<file path="src/rtl/ssh_params.svh">
// offsets, field positions, reset values and the shift count for the shift and handshake block
`ifndef SSH_PARAMS_SVH
`define SSH_PARAMS_SVH
// register byte addresses
`define SSH_OFF_PORTA   12'h000
`define SSH_OFF_IFR     12'h004
`define SSH_OFF_IER     12'h008
`define SSH_OFF_ACR     12'h00C
`define SSH_OFF_PCR     12'h010
`define SSH_OFF_SDR     12'h014
// auxiliary control field positions
`define SSH_ACR_SER_EN  4
`define SSH_ACR_EXT_CLK 5
`define SSH_ACR_DIR_OUT 6
// peripheral control field position
`define SSH_PCR_HS_EN   0
// flag positions
`define SSH_FLG_HS      4
`define SSH_FLG_SER     5
// reset values
`define SSH_RST_BYTE    8'h00
// number of shifts in one transfer
`define SSH_SHIFTS      4'h8
`endif

</file>
<file path="src/rtl/ssh_pkg.sv">
// types for the shift and handshake block
package ssh_pkg;
  typedef enum logic [1:0] {SSH_IDLE, SSH_LOW, SSH_HIGH} ssh_state_t;
  // serial pin group
  typedef struct packed {
    logic sclk_o;
    logic sclk_oe;
    logic sdio_o;
    logic sdio_oe;
  } ssh_ser_out_t;
endpackage

</file>
<file path="src/rtl/ssh_core.sv">
// serial shift channel and port a handshake with an apb register slave
// ****************************************
// What this block does
// - port b lines two, three carry clock, data
// - control bits four, five enable, pick clock
// - internal clock shifts at half rate
// - control bit six picks data direction
// - one bit per clock, msb first
// - external mode sets flag five after eight
// - flag with enable sets pending request
// - handshake mode uses strobe and ack lines
// - ack low on port a access
// - ack high on strobe falling edge
// - strobe fall sets flag, port access clears
// - flags set by events, clear by one
// - serial data access clears shift flag
// ****************************************
//
// Chosen here: the APB register port and the placing of the registers.
`timescale 1ns/1ns
`default_nettype none
`include "ssh_params.svh"
module ssh_core (
  input  wire logic        clk,
  input  wire logic        rst,
  input  wire logic        psel,
  input  wire logic        penable,
  input  wire logic        pwrite,
  input  wire logic [11:0] paddr,
  input  wire logic [31:0] pwdata,
  output logic      [31:0] prdata,
  output logic             pready,
  output logic             pslverr,
  input  wire logic        port_b_line_two_i,
  input  wire logic        port_b_line_three_i,
  output ssh_pkg::ssh_ser_out_t ser_out,
  input  wire logic        handshake_strobe_in,
  output logic             handshake_ack_out,
  input  wire logic [7:0]  parallel_port_a_i,
  output logic      [7:0]  parallel_port_a_o,
  output logic             irq_pending
);
  // ****************************************
  // apb decode
  // ****************************************
  logic acc;                              // access phase
  logic wr;                               // write strobe
  logic rd;                               // read strobe
  logic hit;                              // mapped address
  assign acc     = psel & penable;
  assign wr      = acc & pwrite;
  assign rd      = acc & ~pwrite;
  assign pready  = 1'b1;                  // zero wait states
  assign hit     = (paddr == `SSH_OFF_PORTA) | (paddr == `SSH_OFF_IFR) | (paddr == `SSH_OFF_IER) |
                   (paddr == `SSH_OFF_ACR) | (paddr == `SSH_OFF_PCR) | (paddr == `SSH_OFF_SDR);
  assign pslverr = acc & ~hit;            // unmapped answers error
  logic pa_acc;                           // port a touched
  logic sd_acc;                           // serial data touched
  assign pa_acc = acc & (paddr == `SSH_OFF_PORTA);
  assign sd_acc = acc & (paddr == `SSH_OFF_SDR);
  // ****************************************
  // input synchronisers
  // ****************************************
  logic [2:0] s_clk_q;                    // [0] first stage only feeds [1]
  logic [2:0] s_dat_q;
  logic [2:0] s_stb_q;
  logic [7:0] pa_m;                       // port a first stage
  logic [7:0] pa_s;                       // port a second stage
  logic [2:0] next_s_clk_q;
  logic [2:0] next_s_dat_q;
  logic [2:0] next_s_stb_q;
  always_comb begin
    next_s_clk_q = {s_clk_q[1:0], port_b_line_two_i};
    next_s_dat_q = {s_dat_q[1:0], port_b_line_three_i};
    next_s_stb_q = {s_stb_q[1:0], handshake_strobe_in};
  end
  always_ff @(posedge clk) begin
    s_clk_q <= next_s_clk_q;
    s_dat_q <= next_s_dat_q;
    s_stb_q <= next_s_stb_q;
    pa_m    <= parallel_port_a_i;
    pa_s    <= pa_m;
  end
  logic ext_rise;                         // external clock rising edge
  logic ext_fall;                         // external clock falling edge
  logic stb_fall;                         // strobe falling edge
  assign ext_rise = s_clk_q[1] & ~s_clk_q[2];
  assign ext_fall = ~s_clk_q[1] & s_clk_q[2];
  assign stb_fall = ~s_stb_q[1] & s_stb_q[2];
  // ****************************************
  // registers and serial engine
  // ****************************************
  logic [7:0] auxiliary_control_reg;                        // auxiliary_control_reg
  logic [7:0] peripheral_control_reg;                        // peripheral_control_reg
  logic [7:0] ier;                        // interrupt enables
  logic [7:0] ifr;                        // interrupt flags
  logic [7:0] pa_out;                     // port a output latch
  logic [7:0] sdr;                        // serial shift register
  logic [3:0] cnt;                        // shifts remaining
  logic       sclk;                       // internal clock level
  logic       sdo;                        // data out level
  logic       ack;                        // handshake ack level
  ssh_pkg::ssh_state_t st;
  logic [7:0] next_acr, next_pcr, next_ier, next_ifr, next_pa_out, next_sdr;
  logic [3:0] next_cnt;
  logic       next_sclk, next_sdo, next_ack;
  ssh_pkg::ssh_state_t next_st;
  logic ser_en, ext_mode, dir_out, hs_en;
  logic set_ser;                          // eighth shift done in external mode
  assign ser_en   = auxiliary_control_reg[`SSH_ACR_SER_EN];
  assign ext_mode = auxiliary_control_reg[`SSH_ACR_EXT_CLK];
  assign dir_out  = auxiliary_control_reg[`SSH_ACR_DIR_OUT];
  assign hs_en    = peripheral_control_reg[`SSH_PCR_HS_EN];
  // next state of registers, shifter and flags
  always_comb begin
    next_acr    = auxiliary_control_reg;
    next_pcr    = peripheral_control_reg;
    next_ier    = ier;
    next_pa_out = pa_out;
    next_sdr    = sdr;
    next_cnt    = cnt;
    next_sclk   = sclk;
    next_sdo    = sdo;
    next_ack    = ack;
    next_st     = st;
    next_ifr    = ifr;
    set_ser     = 1'b0;
    if (wr) begin
      unique case (paddr)
        `SSH_OFF_ACR:   next_acr    = pwdata[7:0];
        `SSH_OFF_PCR:   next_pcr    = pwdata[7:0];
        `SSH_OFF_IER:   next_ier    = pwdata[7:0];
        `SSH_OFF_PORTA: next_pa_out = pwdata[7:0];
        `SSH_OFF_IFR:   next_ifr    = ifr & ~pwdata[7:0];
        default: ;
      endcase
    end
    // serial engine: internal mode toggles clock every cycle, a full period is two cycles
    unique case (st)
      ssh_pkg::SSH_IDLE: begin
        next_sclk = 1'b1;
        if (wr && (paddr == `SSH_OFF_SDR) && ser_en) begin
          next_sdr = pwdata[7:0];
          next_cnt = `SSH_SHIFTS;
          next_sdo = pwdata[7];
          next_st  = ssh_pkg::SSH_LOW;
        end
      end
      ssh_pkg::SSH_LOW: begin                   // wait for rising edge, sample in
        if (!ser_en) begin
          next_st = ssh_pkg::SSH_IDLE;
        end else if (!ext_mode) begin
          next_sclk = 1'b1;
          next_st   = ssh_pkg::SSH_HIGH;
          next_sdr  = {sdr[6:0], dir_out ? sdr[7] : s_dat_q[2]};
          next_cnt  = cnt - 4'h1;
        end else if (ext_rise) begin
          next_st  = ssh_pkg::SSH_HIGH;
          next_sdr = {sdr[6:0], dir_out ? sdr[7] : s_dat_q[2]};
          next_cnt = cnt - 4'h1;
        end
      end
      ssh_pkg::SSH_HIGH: begin                  // present next bit on falling edge
        if (!ser_en) begin
          next_st = ssh_pkg::SSH_IDLE;
        end else if (cnt == 4'h0) begin
          next_st = ssh_pkg::SSH_IDLE;
          set_ser = ext_mode;
        end else if (!ext_mode || ext_fall) begin
          next_sclk = 1'b0;
          next_sdo  = sdr[7];
          next_st   = ssh_pkg::SSH_LOW;
        end
      end
      default: next_st = ssh_pkg::SSH_IDLE;
    endcase
    if (st == ssh_pkg::SSH_IDLE && wr && paddr == `SSH_OFF_SDR && ser_en && !ext_mode) begin
      next_sclk = 1'b0;                         // first internal low half
    end
    // handshake ack; strobe edge wins over an access in the same cycle
    if (hs_en && pa_acc) next_ack = 1'b0;
    if (stb_fall) next_ack = 1'b1;
    if (pa_acc) next_ifr[`SSH_FLG_HS] = 1'b0;
    if (sd_acc) next_ifr[`SSH_FLG_SER] = 1'b0;
    if (stb_fall) next_ifr[`SSH_FLG_HS] = 1'b1;
    if (set_ser) next_ifr[`SSH_FLG_SER] = 1'b1;
  end
  // register stage
  always_ff @(posedge clk) begin
    if (rst) begin
      auxiliary_control_reg    <= `SSH_RST_BYTE;
      peripheral_control_reg    <= `SSH_RST_BYTE;
      ier    <= `SSH_RST_BYTE;
      ifr    <= `SSH_RST_BYTE;
      pa_out <= `SSH_RST_BYTE;
      sdr    <= `SSH_RST_BYTE;
      cnt    <= 4'h0;
      sclk   <= 1'b1;
      sdo    <= 1'b0;
      ack    <= 1'b1;
      st     <= ssh_pkg::SSH_IDLE;
    end else begin
      auxiliary_control_reg    <= next_acr;
      peripheral_control_reg    <= next_pcr;
      ier    <= next_ier;
      ifr    <= next_ifr;
      pa_out <= next_pa_out;
      sdr    <= next_sdr;
      cnt    <= next_cnt;
      sclk   <= next_sclk;
      sdo    <= next_sdo;
      ack    <= next_ack;
      st     <= next_st;
    end
  end
  // ****************************************
  // outputs and read mux
  // ****************************************
  logic       pend;
  assign pend = |(ifr & ier);
  assign irq_pending = pend;
  always_comb begin
    ser_out.sclk_o  = sclk;
    ser_out.sclk_oe = ser_en & ~ext_mode;
    ser_out.sdio_o  = sdo;
    ser_out.sdio_oe = ser_en & dir_out;
  end
  assign handshake_ack_out = ack;
  assign parallel_port_a_o = pa_out;
  // read data, combinational on the access cycle
  always_comb begin
    prdata = 32'h0000_0000;
    if (rd) begin
      unique case (paddr)
        `SSH_OFF_PORTA: prdata[7:0] = pa_s;
        `SSH_OFF_IFR:   prdata[7:0] = {pend, ifr[6:0]};
        `SSH_OFF_IER:   prdata[7:0] = ier;
        `SSH_OFF_ACR:   prdata[7:0] = auxiliary_control_reg;
        `SSH_OFF_PCR:   prdata[7:0] = peripheral_control_reg;
        `SSH_OFF_SDR:   prdata[7:0] = sdr;
        default: ;
      endcase
    end
  end
  // ****************************************
  // assertions
  // ****************************************
  property p_ack_low;
    @(posedge clk) disable iff (rst) (hs_en && pa_acc && !stb_fall) |=> !handshake_ack_out;
  endproperty
  a_ack_low: assert property (p_ack_low) else $error("ack not low after port access");
  property p_ack_high;
    @(posedge clk) disable iff (rst) stb_fall |=> handshake_ack_out;
  endproperty
  a_ack_high: assert property (p_ack_high) else $error("ack not high after strobe fall");
  property p_hs_flag;
    @(posedge clk) disable iff (rst) stb_fall |=> ifr[`SSH_FLG_HS];
  endproperty
  a_hs_flag: assert property (p_hs_flag) else $error("handshake flag not set");
  property p_hs_clr;
    @(posedge clk) disable iff (rst) (pa_acc && !stb_fall) |=> !ifr[`SSH_FLG_HS];
  endproperty
  a_hs_clr: assert property (p_hs_clr) else $error("handshake flag not cleared");
  property p_pend;
    @(posedge clk) disable iff (rst) irq_pending == |(ifr & ier);
  endproperty
  a_pend: assert property (p_pend) else $error("pending flag mismatch");
  property p_int_rate;
    @(posedge clk) disable iff (rst) (st == ssh_pkg::SSH_LOW && ser_en && !ext_mode) |=> sclk ##1 (!sclk || st == ssh_pkg::SSH_IDLE);
  endproperty
  a_int_rate: assert property (p_int_rate) else $error("internal clock not half rate");
  property p_ser_flag;
    @(posedge clk) disable iff (rst) (set_ser && !sd_acc) |=> ifr[`SSH_FLG_SER];
  endproperty
  a_ser_flag: assert property (p_ser_flag) else $error("shift flag not set");
  property p_no_int_flag;
    @(posedge clk) disable iff (rst) (!ext_mode && !ifr[`SSH_FLG_SER] && !(wr && paddr == `SSH_OFF_ACR)) |=> !ifr[`SSH_FLG_SER];
  endproperty
  a_no_int_flag: assert property (p_no_int_flag) else $error("shift flag set in internal mode");
  property p_ser_clr;
    @(posedge clk) disable iff (rst) (sd_acc && !set_ser) |=> !ifr[`SSH_FLG_SER];
  endproperty
  a_ser_clr: assert property (p_ser_clr) else $error("shift flag not cleared");
  property p_msb;
    @(posedge clk) disable iff (rst) (st == ssh_pkg::SSH_HIGH && next_st == ssh_pkg::SSH_LOW) |=> sdo == $past(sdr[7]);
  endproperty
  a_msb: assert property (p_msb) else $error("data out not msb");
endmodule
`default_nettype wire

</file>
<file path="config.mk">
export PLATFORM = sky130hd
export DESIGN_NAME = ssh_core
export DESIGN_NICKNAME = d
export VERILOG_FILES = /design/src/rtl/ssh_pkg.sv /design/src/rtl/ssh_core.sv
export VERILOG_INCLUDE_DIRS = /design/src /design/src/rtl
export SDC_FILE = /design/constraint.sdc
export NUM_CORES = 1
export LEC_CHECK = 0
export ABC_AREA = 1
export BUFFER_PORTS_ARGS = -buffer_cell sky130_fd_sc_hd__buf_2
export CAP_MARGIN = 30
export CORE_MARGIN = 5
export CORE_UTILIZATION = 52
export DETAILED_ROUTE_END_ITERATION = 12
export GPL_ROUTABILITY_DRIVEN = 0
export PLACE_DENSITY = 0.77
export SYNTH_ARGS = -nofsm -noshare
export SYNTH_HDL_FRONTEND = slang
export SYNTH_SLANG_ARGS = --single-unit
</file>
<file path="constraint.sdc">
create_clock -name clk -period 1.5 [get_ports clk]
set_input_delay 0.225 -clock clk [delete_from_list [all_inputs] [get_ports clk]]
set_output_delay 0.225 -clock clk [all_outputs]
set_load 0.05 [all_outputs]
</file>
**Yosys cells after proc, flatten, opt, wreduce, memory -nomap -nowiden**

Cells that the tools add are included.

- Logic and storage cells: 138
- Bits of input ports: 60
- Flip-flop bits (word level): 82

- Muxes and demuxes: 42
- Equal/unequal tests: 20
- Bitwise logic cells: 25
- $add $sub $neg: 1
- Reductions and logical operators: 32

Operators with widths:

| operator | count |
|---|---|
| $pmux W8 S6 | 1 |
| $mux W8 | 5 |
| $eq A12 B4 Y1 const B | 2 |
| $eq A12 B5 Y1 const B | 2 |
| $mux W1 | 18 |
| $ne A3 B3 Y1 const B | 6 |
| $and A8 B8 Y8 | 2 |
| $mux W4 | 4 |
| $pmux W8 S2 | 1 |
| $mux W2 | 7 |
| $reduce_and A2 Y1 | 7 |
| $eq A12 B3 Y1 const B | 1 |
| $logic_not A12 Y1 | 1 |
| $mux W6 | 2 |
| $reduce_bool A3 Y1 | 4 |
| $and A1 B1 Y1 | 11 |
| $ne A2 B2 Y1 const B | 5 |
| $ne A4 B4 Y1 const B | 2 |
| $not A8 Y8 | 1 |
| $pmux W4 S2 | 1 |
| $reduce_or A8 Y1 | 1 |
| $logic_and A1 B1 Y1 | 7 |
| $not A1 Y1 | 6 |
| $pmux W2 S3 | 1 |
| 17 further kinds | 22 |

**Logic depth before layout (Yosys ltp)**

Gate-level depths: netlist (run 1).

- Depth in word-level cells: 8
- Depth in mapped cells: 9

**Worst setup path before layout (run 1)**

OpenSTA, ideal clock, no wires.

- Kind: register to output
- Start point: register ifr[2]
- End point: output port prdata[7]
- Arrival: 1.829 ns
- Data required time: 1.275 ns
- Buffers on the path: 0
- Path slack: -0.554 ns
- Stages on the path, launching flop included: 9
- Cell sequence: dfxtp_1 nand2_1 nand2_1 nor2_1 nand2_1 nand3_1 nand2_1 nor2_1 a21oi_1

- Word-level cells in the longest chain between the ends: 4

RTL lines:

| what | RTL line | RTL |
|---|---|---|
| from (decl) | ssh_core.sv:96 | `logic [7:0] ifr;` |
| from (signal assigned) | ssh_core.sv:194 | `` ifr <= `SSH_RST_BYTE; `` |
| from (signal assigned) | ssh_core.sv:206 | `ifr <= next_ifr;` |
| $and A8 B8 Y8 | ssh_core.sv:220 | `assign pend = \|(ifr & ier);` |
| $reduce_or A8 Y1 | ssh_core.sv:220 |  |
| named net irq_pending | ssh_core.sv:41 | `output logic irq_pending` |
| $pmux W8 S6 | ssh_core.sv:234 | `unique case (paddr)` |
| $mux W8 | ssh_core.sv:233 | `if (rd) begin` |
| to (decl) | ssh_core.sv:31 | `output logic [31:0] prdata,` |

The timed path passes the listed nets, and every way through them passes these cells.

**Worst setup path after layout (run 1)**

- Start point: register ifr[4]
- End point: output port prdata[7]

- Word-level cells in the longest chain between the ends: 4

RTL lines:

| what | RTL line |
|---|---|
| $and A8 B8 Y8 | ssh_core.sv:220 |
| $reduce_or A8 Y1 | ssh_core.sv:220 |
| $pmux W8 S6 | ssh_core.sv:234 |
| $mux W8 | ssh_core.sv:233 |

Every way passes these cells.

==> reports/summary.json, run 1 <==
{
  "run_status": {"value": "complete, but fails checks"},
  "violations": {"value": "negative setup slack"},
  "die_x": {"value": 96.1, "unit": "um"},
  "yosys.cell_count.top_type": {"value": "sky130_fd_sc_hd__nand2_1"},
  "maxCapViolations": {"value": 0},
  "wl_met3": {"value": 1180, "unit": "um"},
  "clk_transition_reported_paths": {"value": 0.09, "unit": "ns"},
  "clock_skew": {"value": 0.00639, "unit": "ns"},
  "ioPinCount": {"value": 108},
  "internal_power": {"value": 2980, "unit": "uW"},
  "startpoint": {"value": "ifr[4]"},
  "fin_crit_period": {"value": 1.79, "unit": "ns"},
  "critPathSlowestCell": {"value": "sky130_fd_sc_hd__dfxtp_2"},
  "final_setup_violating_endpoints": {"value": 10},
  "power_frac_clock": {"value": 36.3, "unit": "%"},
  "post-dp-hpwl": {"value": 7510, "unit": "um"},
  "antennaDiodeCount": {"value": 0},
  "synthTopCellsByCount": {"value": "89 x sky130_fd_sc_hd__nand2_1, 82 x sky130_fd_sc_hd__dfxtp_1, 56 x sky130_fd_sc_hd__inv_1"},
  "postSynthAreaPerCell": {"value": 7.37, "unit": "sq um"},
  "antenna_violations_before_repair": {"value": 0},
  "htreeDepth": {"value": 3},
  "yosys_register_bits": {"value": 82},
  "ff2ff_setup_slack": {"value": 0.13, "unit": "ns"},
  "antenna_violating_nets_post_route": {"value": 0},
  "avgViaCountPerCell": {"value": 5.33},
  "cts.sinks": {"value": 82},
  "startpoint_of_the_lowest_slack_hold_path": {"value": "pwdata[5]"},
  "drt_pre_antenna_iters": {"value": 5},
  "cts_made_buffers": {"value": 9},
  "fmax": {"value": 0.558, "unit": "GHz"},
  "endpoint": {"value": "prdata[7]"},
  "power_frac_comb": {"value": 10.6, "unit": "%"},
  "area_growth": {"value": 36.5, "unit": "%"},
  "start_util": {"value": 53.4, "unit": "%"},
  "final_nets": {"value": 702},
  "synth-edff-count": {"value": 0},
  "yosysTopAreaCell": {"value": "sky130_fd_sc_hd__dfxtp_1"},
  "worst-endpoint-required": {"value": 1.27, "unit": "ns"},
  "drt_wl_total": {"value": 11400, "unit": "um"},
  "worstSkewPairLatency": {"value": 0.36, "unit": "ns"},
  "cp-end-kind": {"value": "primary output"},
  "path_class": {"value": "reg2out"},
  "wl_met1": {"value": 4370, "unit": "um"},
  "grt_pass1_wl": {"value": 17200, "unit": "um"},
  "dr_wl_met2": {"value": 5570, "unit": "um"},
  "placementRows": {"value": 31},
  "grtUsageTotal": {"value": 24.4, "unit": "%"},
  "worstPathBufferInverterCount": {"value": 1},
  "grt-ovfl-total": {"value": 0},
  "layout-drive-gt1-share": {"value": 32.8, "unit": "%"},
  "postLayoutCoreUtil": {"value": 72.9, "unit": "%"},
  "syn_inst": {"value": 523},
  "clock_path_buffers": {"value": 2},
  "finalInstanceArea": {"value": 5260, "unit": "sq um"},
  "post-route-period-util": {"value": 120, "unit": "%"},
  "netSwitchingPower": {"value": 1210, "unit": "uW"},
  "seq_area_frac_synth": {"value": 42.6, "unit": "%"},
  "postLayoutSetupSlackWorst": {"value": -0.293, "unit": "ns"},
  "critPathArrivalTime": {"value": 1.57, "unit": "ns"},
  "clockRootBuffer": {"value": "sky130_fd_sc_hd__clkbuf_8"},
  "yosysUniqueCellTypes": {"value": 32},
  "cts_tree": {"value": "yes"},
  "finalPower": {"value": 4190, "unit": "uW"},
  "portBuffers": {"value": 58},
  "maxSlewViolCount": {"value": 0},
  "grt_setup_unrepaired": {"value": "true"},
  "cells_along_the_critical_path": {"value": "nand2_1, nand2_1, nor2_1, nand2_1, nand3_1, nand2_1, nor2_2, a21oi_4, buf_6"},
  "share_seq_of_total_power": {"value": 53.1, "unit": "%"},
  "ir_drop": {"value": 0.000679, "unit": "V"},
  "dieHeight": {"value": 96.1, "unit": "um"},
  "top_layer": {"value": "met4"},
  "n_fill_cell": {"value": 519},
  "drt_first_iter_violations": {"value": 400},
  "crit_path_max_fanout": {"value": 3},
  "worst_hold_path_type": {"value": "in2reg"},
  "start_kind": {"value": "flip-flop"},
  "slowest_delay": {"value": 0.34, "unit": "ns"},
  "synth_warnings": {"value": 0},
  "worstRegToRegCells": {"value": 8},
  "synth.cell_area": {"value": 3850, "unit": "sq um"},
  "grt_max_degree": {"value": 41},
  "asyncSetResetFlopFracSynth": {"value": 0, "unit": "%"},
  "worstSetupPathDepth": {"value": 9},
  "finalHoldWorstSlack": {"value": 0.168, "unit": "ns"},
  "remaining_drc_errors": {"value": 0},
  "swShare": {"value": 28.8, "unit": "%"},
  "synth_top_area_share": {"value": 42.6, "unit": "%"},
  "post_drt_wl_per_cell": {"value": 15.4, "unit": "um"},
  "hold_depth": {"value": 3},
  "first_global_vias": {"value": 3834},
  "via_count": {"value": 3970},
  "synth_top_cells_by_area": {"value": "sky130_fd_sc_hd__dfxtp_1 43%, sky130_fd_sc_hd__nand2_1 8.7%, sky130_fd_sc_hd__nand3_1 7.1%, sky130_fd_sc_hd__o21ai_0 5.6%, sky130_fd_sc_hd__buf_4 5.5%"},
  "report.final.hold_viol_count": {"value": 0},
  "place_worst_setup_slack": {"value": -0.390, "unit": "ns"},
  "core_area": {"value": 7210, "unit": "sq um"},
  "cp_top_family": {"value": "simple AND/OR/NAND/NOR gates"},
  "die-area": {"value": 9230, "unit": "sq um"},
  "powerDensity": {"value": 796, "unit": "nW/um^2"},
  "synth_flop_cell": {"value": "sky130_fd_sc_hd__dfxtp_1"},
  "worst_path_most_repeated_cell": {"value": "sky130_fd_sc_hd__nand2_1"},
  "dpl-instance-area": {"value": 4510, "unit": "sq um"},
  "cellLeakagePower": {"value": 0.00232, "unit": "uW"},
  "r2r-start": {"value": "cnt[0]"},
  "critical_path.reg2reg.endpoint": {"value": "sdo"}
}
-- stage by stage --
step / setup TNS (ns) / std cells
4_1_cts: -1.84 / 735
2_1_floorplan: -0.826 / 546
3_3_place_gp: -3.85 / 696
5_1_grt: -2.85 / 745
3_5_place_dp: -5.19 / 696
6_report: -2.19 / 745
-- power by group through the flow --
stage          registers, uW  logic (uW)  clock network (uW)
3_3_place_gp            2280         375                   0
2_1_floorplan           2270         299                   0
3_5_place_dp            2280         380                   0
6_report                2230         442                1520
5_1_grt                 2230         469                1660
4_1_cts                 2230         423                1540
-- kinds of logic (layout without fill, tap and decap cells) --
kind of cell    after synthesis  count (layout)  synth area share [%]
compound gates               95              95                  12.8
xor+xnor                      1               1                 0.227
fa+ha+maj                     1               1                 0.325
buf+inv                     105             205                  14.2
flops                        82              82                  42.6
other cells                   2              25                 0.195
simple gates                237             237                  29.6
-- worst min-delay path: cells and delay by family --
| kind | cells | cell delay [ns] |
|---|---|---|
| AOI/OAI and AO/OA | 1 | 0.06 |
| buffers and inverters | 1 | 0.14 |
| and+or+nand+nor | 1 | 0.07 |
-- worst min-delay path by stage --
stage,endpoint,slack [ns]
global placement,s_stb_q[1],0.31
global route,parallel_port_a_o[5],0.17
floorplan,pa_m[0],0.25
CTS,peripheral_control_reg[5],0.16
detailed placement,pa_s[1],0.31
finish,parallel_port_a_o[5],0.17
-- layer usage --
layer / global-route usage, % / vias up
met5: 0 / -
met4: 9.12 / 0
met3: 6.96 / 47
met2: 41.4 / 229
met1: 29.1 / 1809
li1: - / 1885
-- final cells by class --
class / instances / area, sq um / area share (%)
multi-input combinational: 359 / 1970 / 37.4
sequential: 82 / 1660 / 31.5
clock inverter: 7 / 61.3 / 1.17
tap: 99 / 124 / 2.36
timing repair buffer: 129 / 1100 / 20.9
inverter: 60 / 225 / 4.28
clock buffer: 9 / 124 / 2.36
-- repair_timing --
action / 4_1_cts / 5_1_grt
hold endpoints to repair: 11 / 0
setup endpoints to repair: 10 / 14
cloned: 1 / 1
resized for setup: 49 / 34
buffers inserted: 12 / 9
hold buffers: 11 / 0
pin swaps: 11 / 19
-- placed cells by master (no fill, tap or decap), types with 9 or more instances in the layout --
cell / n
sky130_fd_sc_hd__buf_6: 14
sky130_fd_sc_hd__buf_4: 47
sky130_fd_sc_hd__nor2_1: 35
sky130_fd_sc_hd__dfxtp_2: 11
sky130_fd_sc_hd__nand2_1: 80
sky130_fd_sc_hd__conb_1: 25
sky130_fd_sc_hd__nand4_1: 13
sky130_fd_sc_hd__o21ai_0: 31
sky130_fd_sc_hd__a21oi_1: 35
sky130_fd_sc_hd__dlygate4sd3_1: 11
sky130_fd_sc_hd__clkbuf_8: 9
sky130_fd_sc_hd__inv_1: 55
sky130_fd_sc_hd__buf_2: 43
sky130_fd_sc_hd__nand2_2: 13
sky130_fd_sc_hd__nor2_4: 12
sky130_fd_sc_hd__nor2_2: 13
sky130_fd_sc_hd__dfxtp_1: 71
sky130_fd_sc_hd__o21ai_1: 14
sky130_fd_sc_hd__nand3_1: 52
(Power assumes the default switching activity.)
==> inputs of run 2 (changes only) <==
- CORE_UTILIZATION: 52 -> 56
- PLACE_DENSITY: 0.77 -> 0.82
- clock period: 1.5 -> 2.2 ns (I/O delays scaled with it)
==> run 2 against run 1 <==
  * The run now ends clean
  * Clock power fell by 37%
  * Cell area shrank 16%
  * Flip-flop and latch count did not move
  * Die area decreased by 6.4%
  * Highest routed layer unchanged
==> reports/summary.json, run 2 (synthesis gave the netlist of run 1 again) <==
{
  "post-dp-hpwl": {"value": 7150, "unit": "um", "change": "was 7510 um"},
  "start_util": {"value": 57.0, "unit": "%", "change": "was 53.4%"},
  "critPathArrivalTime": {"value": 1.78, "unit": "ns", "change": "was 1.57 ns"},
  "max_slew_margin": {"value": 62.4, "unit": "%"},
  "postLayoutSetupSlackWorst": {"value": 0.0913, "unit": "ns", "change": "was -0.293 ns"},
  "grt_pass1_wl": {"value": 16100, "unit": "um", "change": "was 17200 um"},
  "placementRows": {"value": 30, "change": "was 31"},
  "grt_max_degree": {"value": 21, "change": "was 41"},
  "path_class": {"value": "in2out", "change": "was reg2out"},
  "postLayoutCoreUtil": {"value": 65.3, "unit": "%", "change": "was 72.9%"},
  "grt_setup_unrepaired": {"value": "true", "change": "unchanged"},
  "cts.hold.buffers_added": {"value": 0, "change": "was 11"},
  "run_status": {"value": "finished, final reports clean", "change": "was complete, but fails checks"},
  "critPathSlowestCell": {"value": "sky130_fd_sc_hd__buf_2", "change": "was sky130_fd_sc_hd__dfxtp_2"},
  "max_slew.worst_pin.slew": {"value": 0.563, "unit": "ns"},
  "drt_pre_antenna_iters": {"value": 5, "change": "unchanged"},
  "core_area": {"value": 6760, "unit": "sq um", "change": "was 7210 sq um"},
  "grtUsageTotal": {"value": 23.6, "unit": "%", "change": "was 24.4%"},
  "worst-endpoint-required": {"value": 1.87, "unit": "ns", "change": "was 1.27 ns"},
  "power_frac_clock": {"value": 35.2, "unit": "%", "change": "was 36.3%"},
  "antenna_violating_nets_post_route": {"value": 0, "change": "unchanged"},
  "netSwitchingPower": {"value": 726, "unit": "uW", "change": "was 1210 uW"},
  "powerDensity": {"value": 615, "unit": "nW/um^2", "change": "was 796 nW/um^2"},
  "cp-end-kind": {"value": "primary output", "change": "unchanged"},
  "layout-drive-gt1-share": {"value": 21.2, "unit": "%", "change": "was 32.8%"},
  "post-route-period-util": {"value": 95.9, "unit": "%"},
  "report.final.hold_viol_count": {"value": 0, "change": "unchanged"},
  "totalNegativeSetupSlack": {"value": 0, "unit": "ns", "change": "was -2.19 ns"},
  "start_kind": {"value": "primary input", "change": "was flip-flop"},
  "antennaDiodeCount": {"value": 0, "change": "unchanged"},
  "ioPinCount": {"value": 108, "change": "unchanged"},
  "place_worst_setup_slack": {"value": 0.0114, "unit": "ns", "change": "was -0.390 ns"},
  "ir_drop": {"value": 0.000522, "unit": "V", "change": "was 0.000679 V"},
  "maxSlewViolCount": {"value": 0, "change": "unchanged"},
  "power_frac_comb": {"value": 8.9, "unit": "%", "change": "was 10.6%"},
  "finalInstanceArea": {"value": 4410, "unit": "sq um", "change": "was 5260 sq um"},
  "cells_along_the_critical_path": {"value": "buf_2, nor2_2, nand2_1, nor2_4, buf_4, nand3_1, nand4_1, nor2_1, nor2_1, buf_2", "change": "was nand2_1, nand2_1, nor2_1, nand2_1, nand3_1, nand2_1, nor2_2, a21oi_4, buf_6"},
  "maxCapViolations": {"value": 0, "change": "unchanged"},
  "internal_power": {"value": 1990, "unit": "uW", "change": "was 2980 uW"},
  "clock_path_buffers": {"value": 2, "change": "unchanged"},
  "htreeDepth": {"value": 3, "change": "unchanged"},
  "dr_wl_met2": {"value": 4610, "unit": "um", "change": "was 5570 um"},
  "cts.sinks": {"value": 82, "change": "unchanged"},
  "avgViaCountPerCell": {"value": 5.47, "change": "was 5.33"},
  "grt-ovfl-total": {"value": 0, "change": "unchanged"},
  "wl_met1": {"value": 3930, "unit": "um", "change": "was 4370 um"},
  "clockRootBuffer": {"value": "sky130_fd_sc_hd__clkbuf_8", "change": "unchanged"},
  "slowest_delay": {"value": 0.27, "unit": "ns", "change": "was 0.34 ns"},
  "remaining_drc_errors": {"value": 0, "change": "unchanged"},
  "fin_crit_period": {"value": 2.11, "unit": "ns"},
  "cellLeakagePower": {"value": 0.00198, "unit": "uW", "change": "was 0.00232 uW"},
  "clk_transition_reported_paths": {"value": 0.08, "unit": "ns", "change": "was 0.09 ns"},
  "area_growth": {"value": 14.6, "unit": "%", "change": "was 36.5%"},
  "worst_hold_path_type": {"value": "in2reg", "change": "unchanged"},
  "dpl-instance-area": {"value": 4180, "unit": "sq um", "change": "was 4510 sq um"},
  "dieHeight": {"value": 92.9, "unit": "um", "change": "was 96.1 um"},
  "finalHoldWorstSlack": {"value": 0.0727, "unit": "ns", "change": "was 0.168 ns"},
  "fmax": {"value": 0.474, "unit": "GHz"},
  "drt_wl_total": {"value": 9930, "unit": "um", "change": "was 11400 um"},
  "worstPathBufferInverterCount": {"value": 3, "change": "was 1"},
  "cp_top_family": {"value": "simple AND/OR/NAND/NOR gates", "change": "unchanged"},
  "die_x": {"value": 92.9, "unit": "um", "change": "was 96.1 um"},
  "final_common_cell": {"value": "sky130_fd_sc_hd__nand2_1", "change": "unchanged"},
  "antenna_violations_before_repair": {"value": 0, "change": "unchanged"},
  "clock_skew": {"value": 0.0151, "unit": "ns", "change": "was 0.00639 ns"},
  "worstSkewPairLatency": {"value": 0.36, "unit": "ns", "change": "about the same"},
  "via_count": {"value": 3678, "change": "was 3970"},
  "drt_first_iter_violations": {"value": 406, "change": "was 400"},
  "swShare": {"value": 26.7, "unit": "%", "change": "was 28.8%"},
  "final_setup_violating_endpoints": {"value": 0, "change": "was 10"},
  "final_nets": {"value": 651, "change": "was 702"},
  "share_seq_of_total_power": {"value": 55.9, "unit": "%", "change": "was 53.1%"},
  "post_drt_wl_per_cell": {"value": 14.8, "unit": "um", "change": "was 15.4 um"},
  "crit_path_max_fanout": {"value": 6, "change": "was 3"},
  "die-area": {"value": 8640, "unit": "sq um", "change": "was 9230 sq um"},
  "cts_tree": {"value": "yes", "change": "unchanged"},
  "cts_made_buffers": {"value": 9, "change": "unchanged"},
  "layout_common_cells": {"value": "89 x sky130_fd_sc_hd__nand2_1, 82 x sky130_fd_sc_hd__dfxtp_1, 56 x sky130_fd_sc_hd__inv_1", "change": "was 80 x sky130_fd_sc_hd__nand2_1, 71 x sky130_fd_sc_hd__dfxtp_1, 55 x sky130_fd_sc_hd__inv_1"},
  "portBuffers": {"value": 58, "change": "unchanged"},
  "wl_met3": {"value": 1030, "unit": "um", "change": "was 1180 um"},
  "top_layer": {"value": "met4", "change": "unchanged"},
  "first_global_vias": {"value": 3408, "change": "was 3834"}
}
run 2: routing by layer:
layer,global-route usage (%),vias to the layer above
met4,12.8,0
met5,0,-
li1,-,1779
met2,37.6,213
met3,4.63,41
met1,29.8,1645
run 2: stage by stage:
step                power (uW)  instances
finish                    2710        673
global route              2820        673
CTS                       2720        671
detailed placement        1790        657
global placement          1780        657
floorplan                 1750        546
run 2: worst paths after layout:
check,startpoint,end,slack (ns),cells after the start
hold reg to reg,pa_m[5],pa_s[5],0.33,0
hold / removal,parallel_port_a_i[7],pa_m[7],0.07,1
setup / recovery,paddr[1],prdata[4],0.09,10
setup reg to reg,st[0],sdr[3],0.42,7
run 2: layout make-up:
class	count	area (sq um)
inverters	60	225
clock inverters	4	28.8
fillers	577	2340
well taps	80	100
repair buffers	78	492
clock buffers	10	138
flip-flops and latches	82	1640
multi-input cells	359	1790
run 2: repair_timing:
| action | CTS | global route |
|---|---|---|
| gates resized for setup | 2 | 20 |
| pin swaps | 0 | 2 |
| endpoints found under the setup margin | 1 | 8 |
| setup buffers | 0 | 2 |
run 2: power groups by stage:
stage	clock network, uW	registers, uW	logic (uW)
2_1_floorplan	0	1550	198
3_3_place_gp	0	1550	231
3_5_place_dp	0	1550	234
6_report	956	1520	240
5_1_grt	1050	1520	255
4_1_cts	966	1520	235
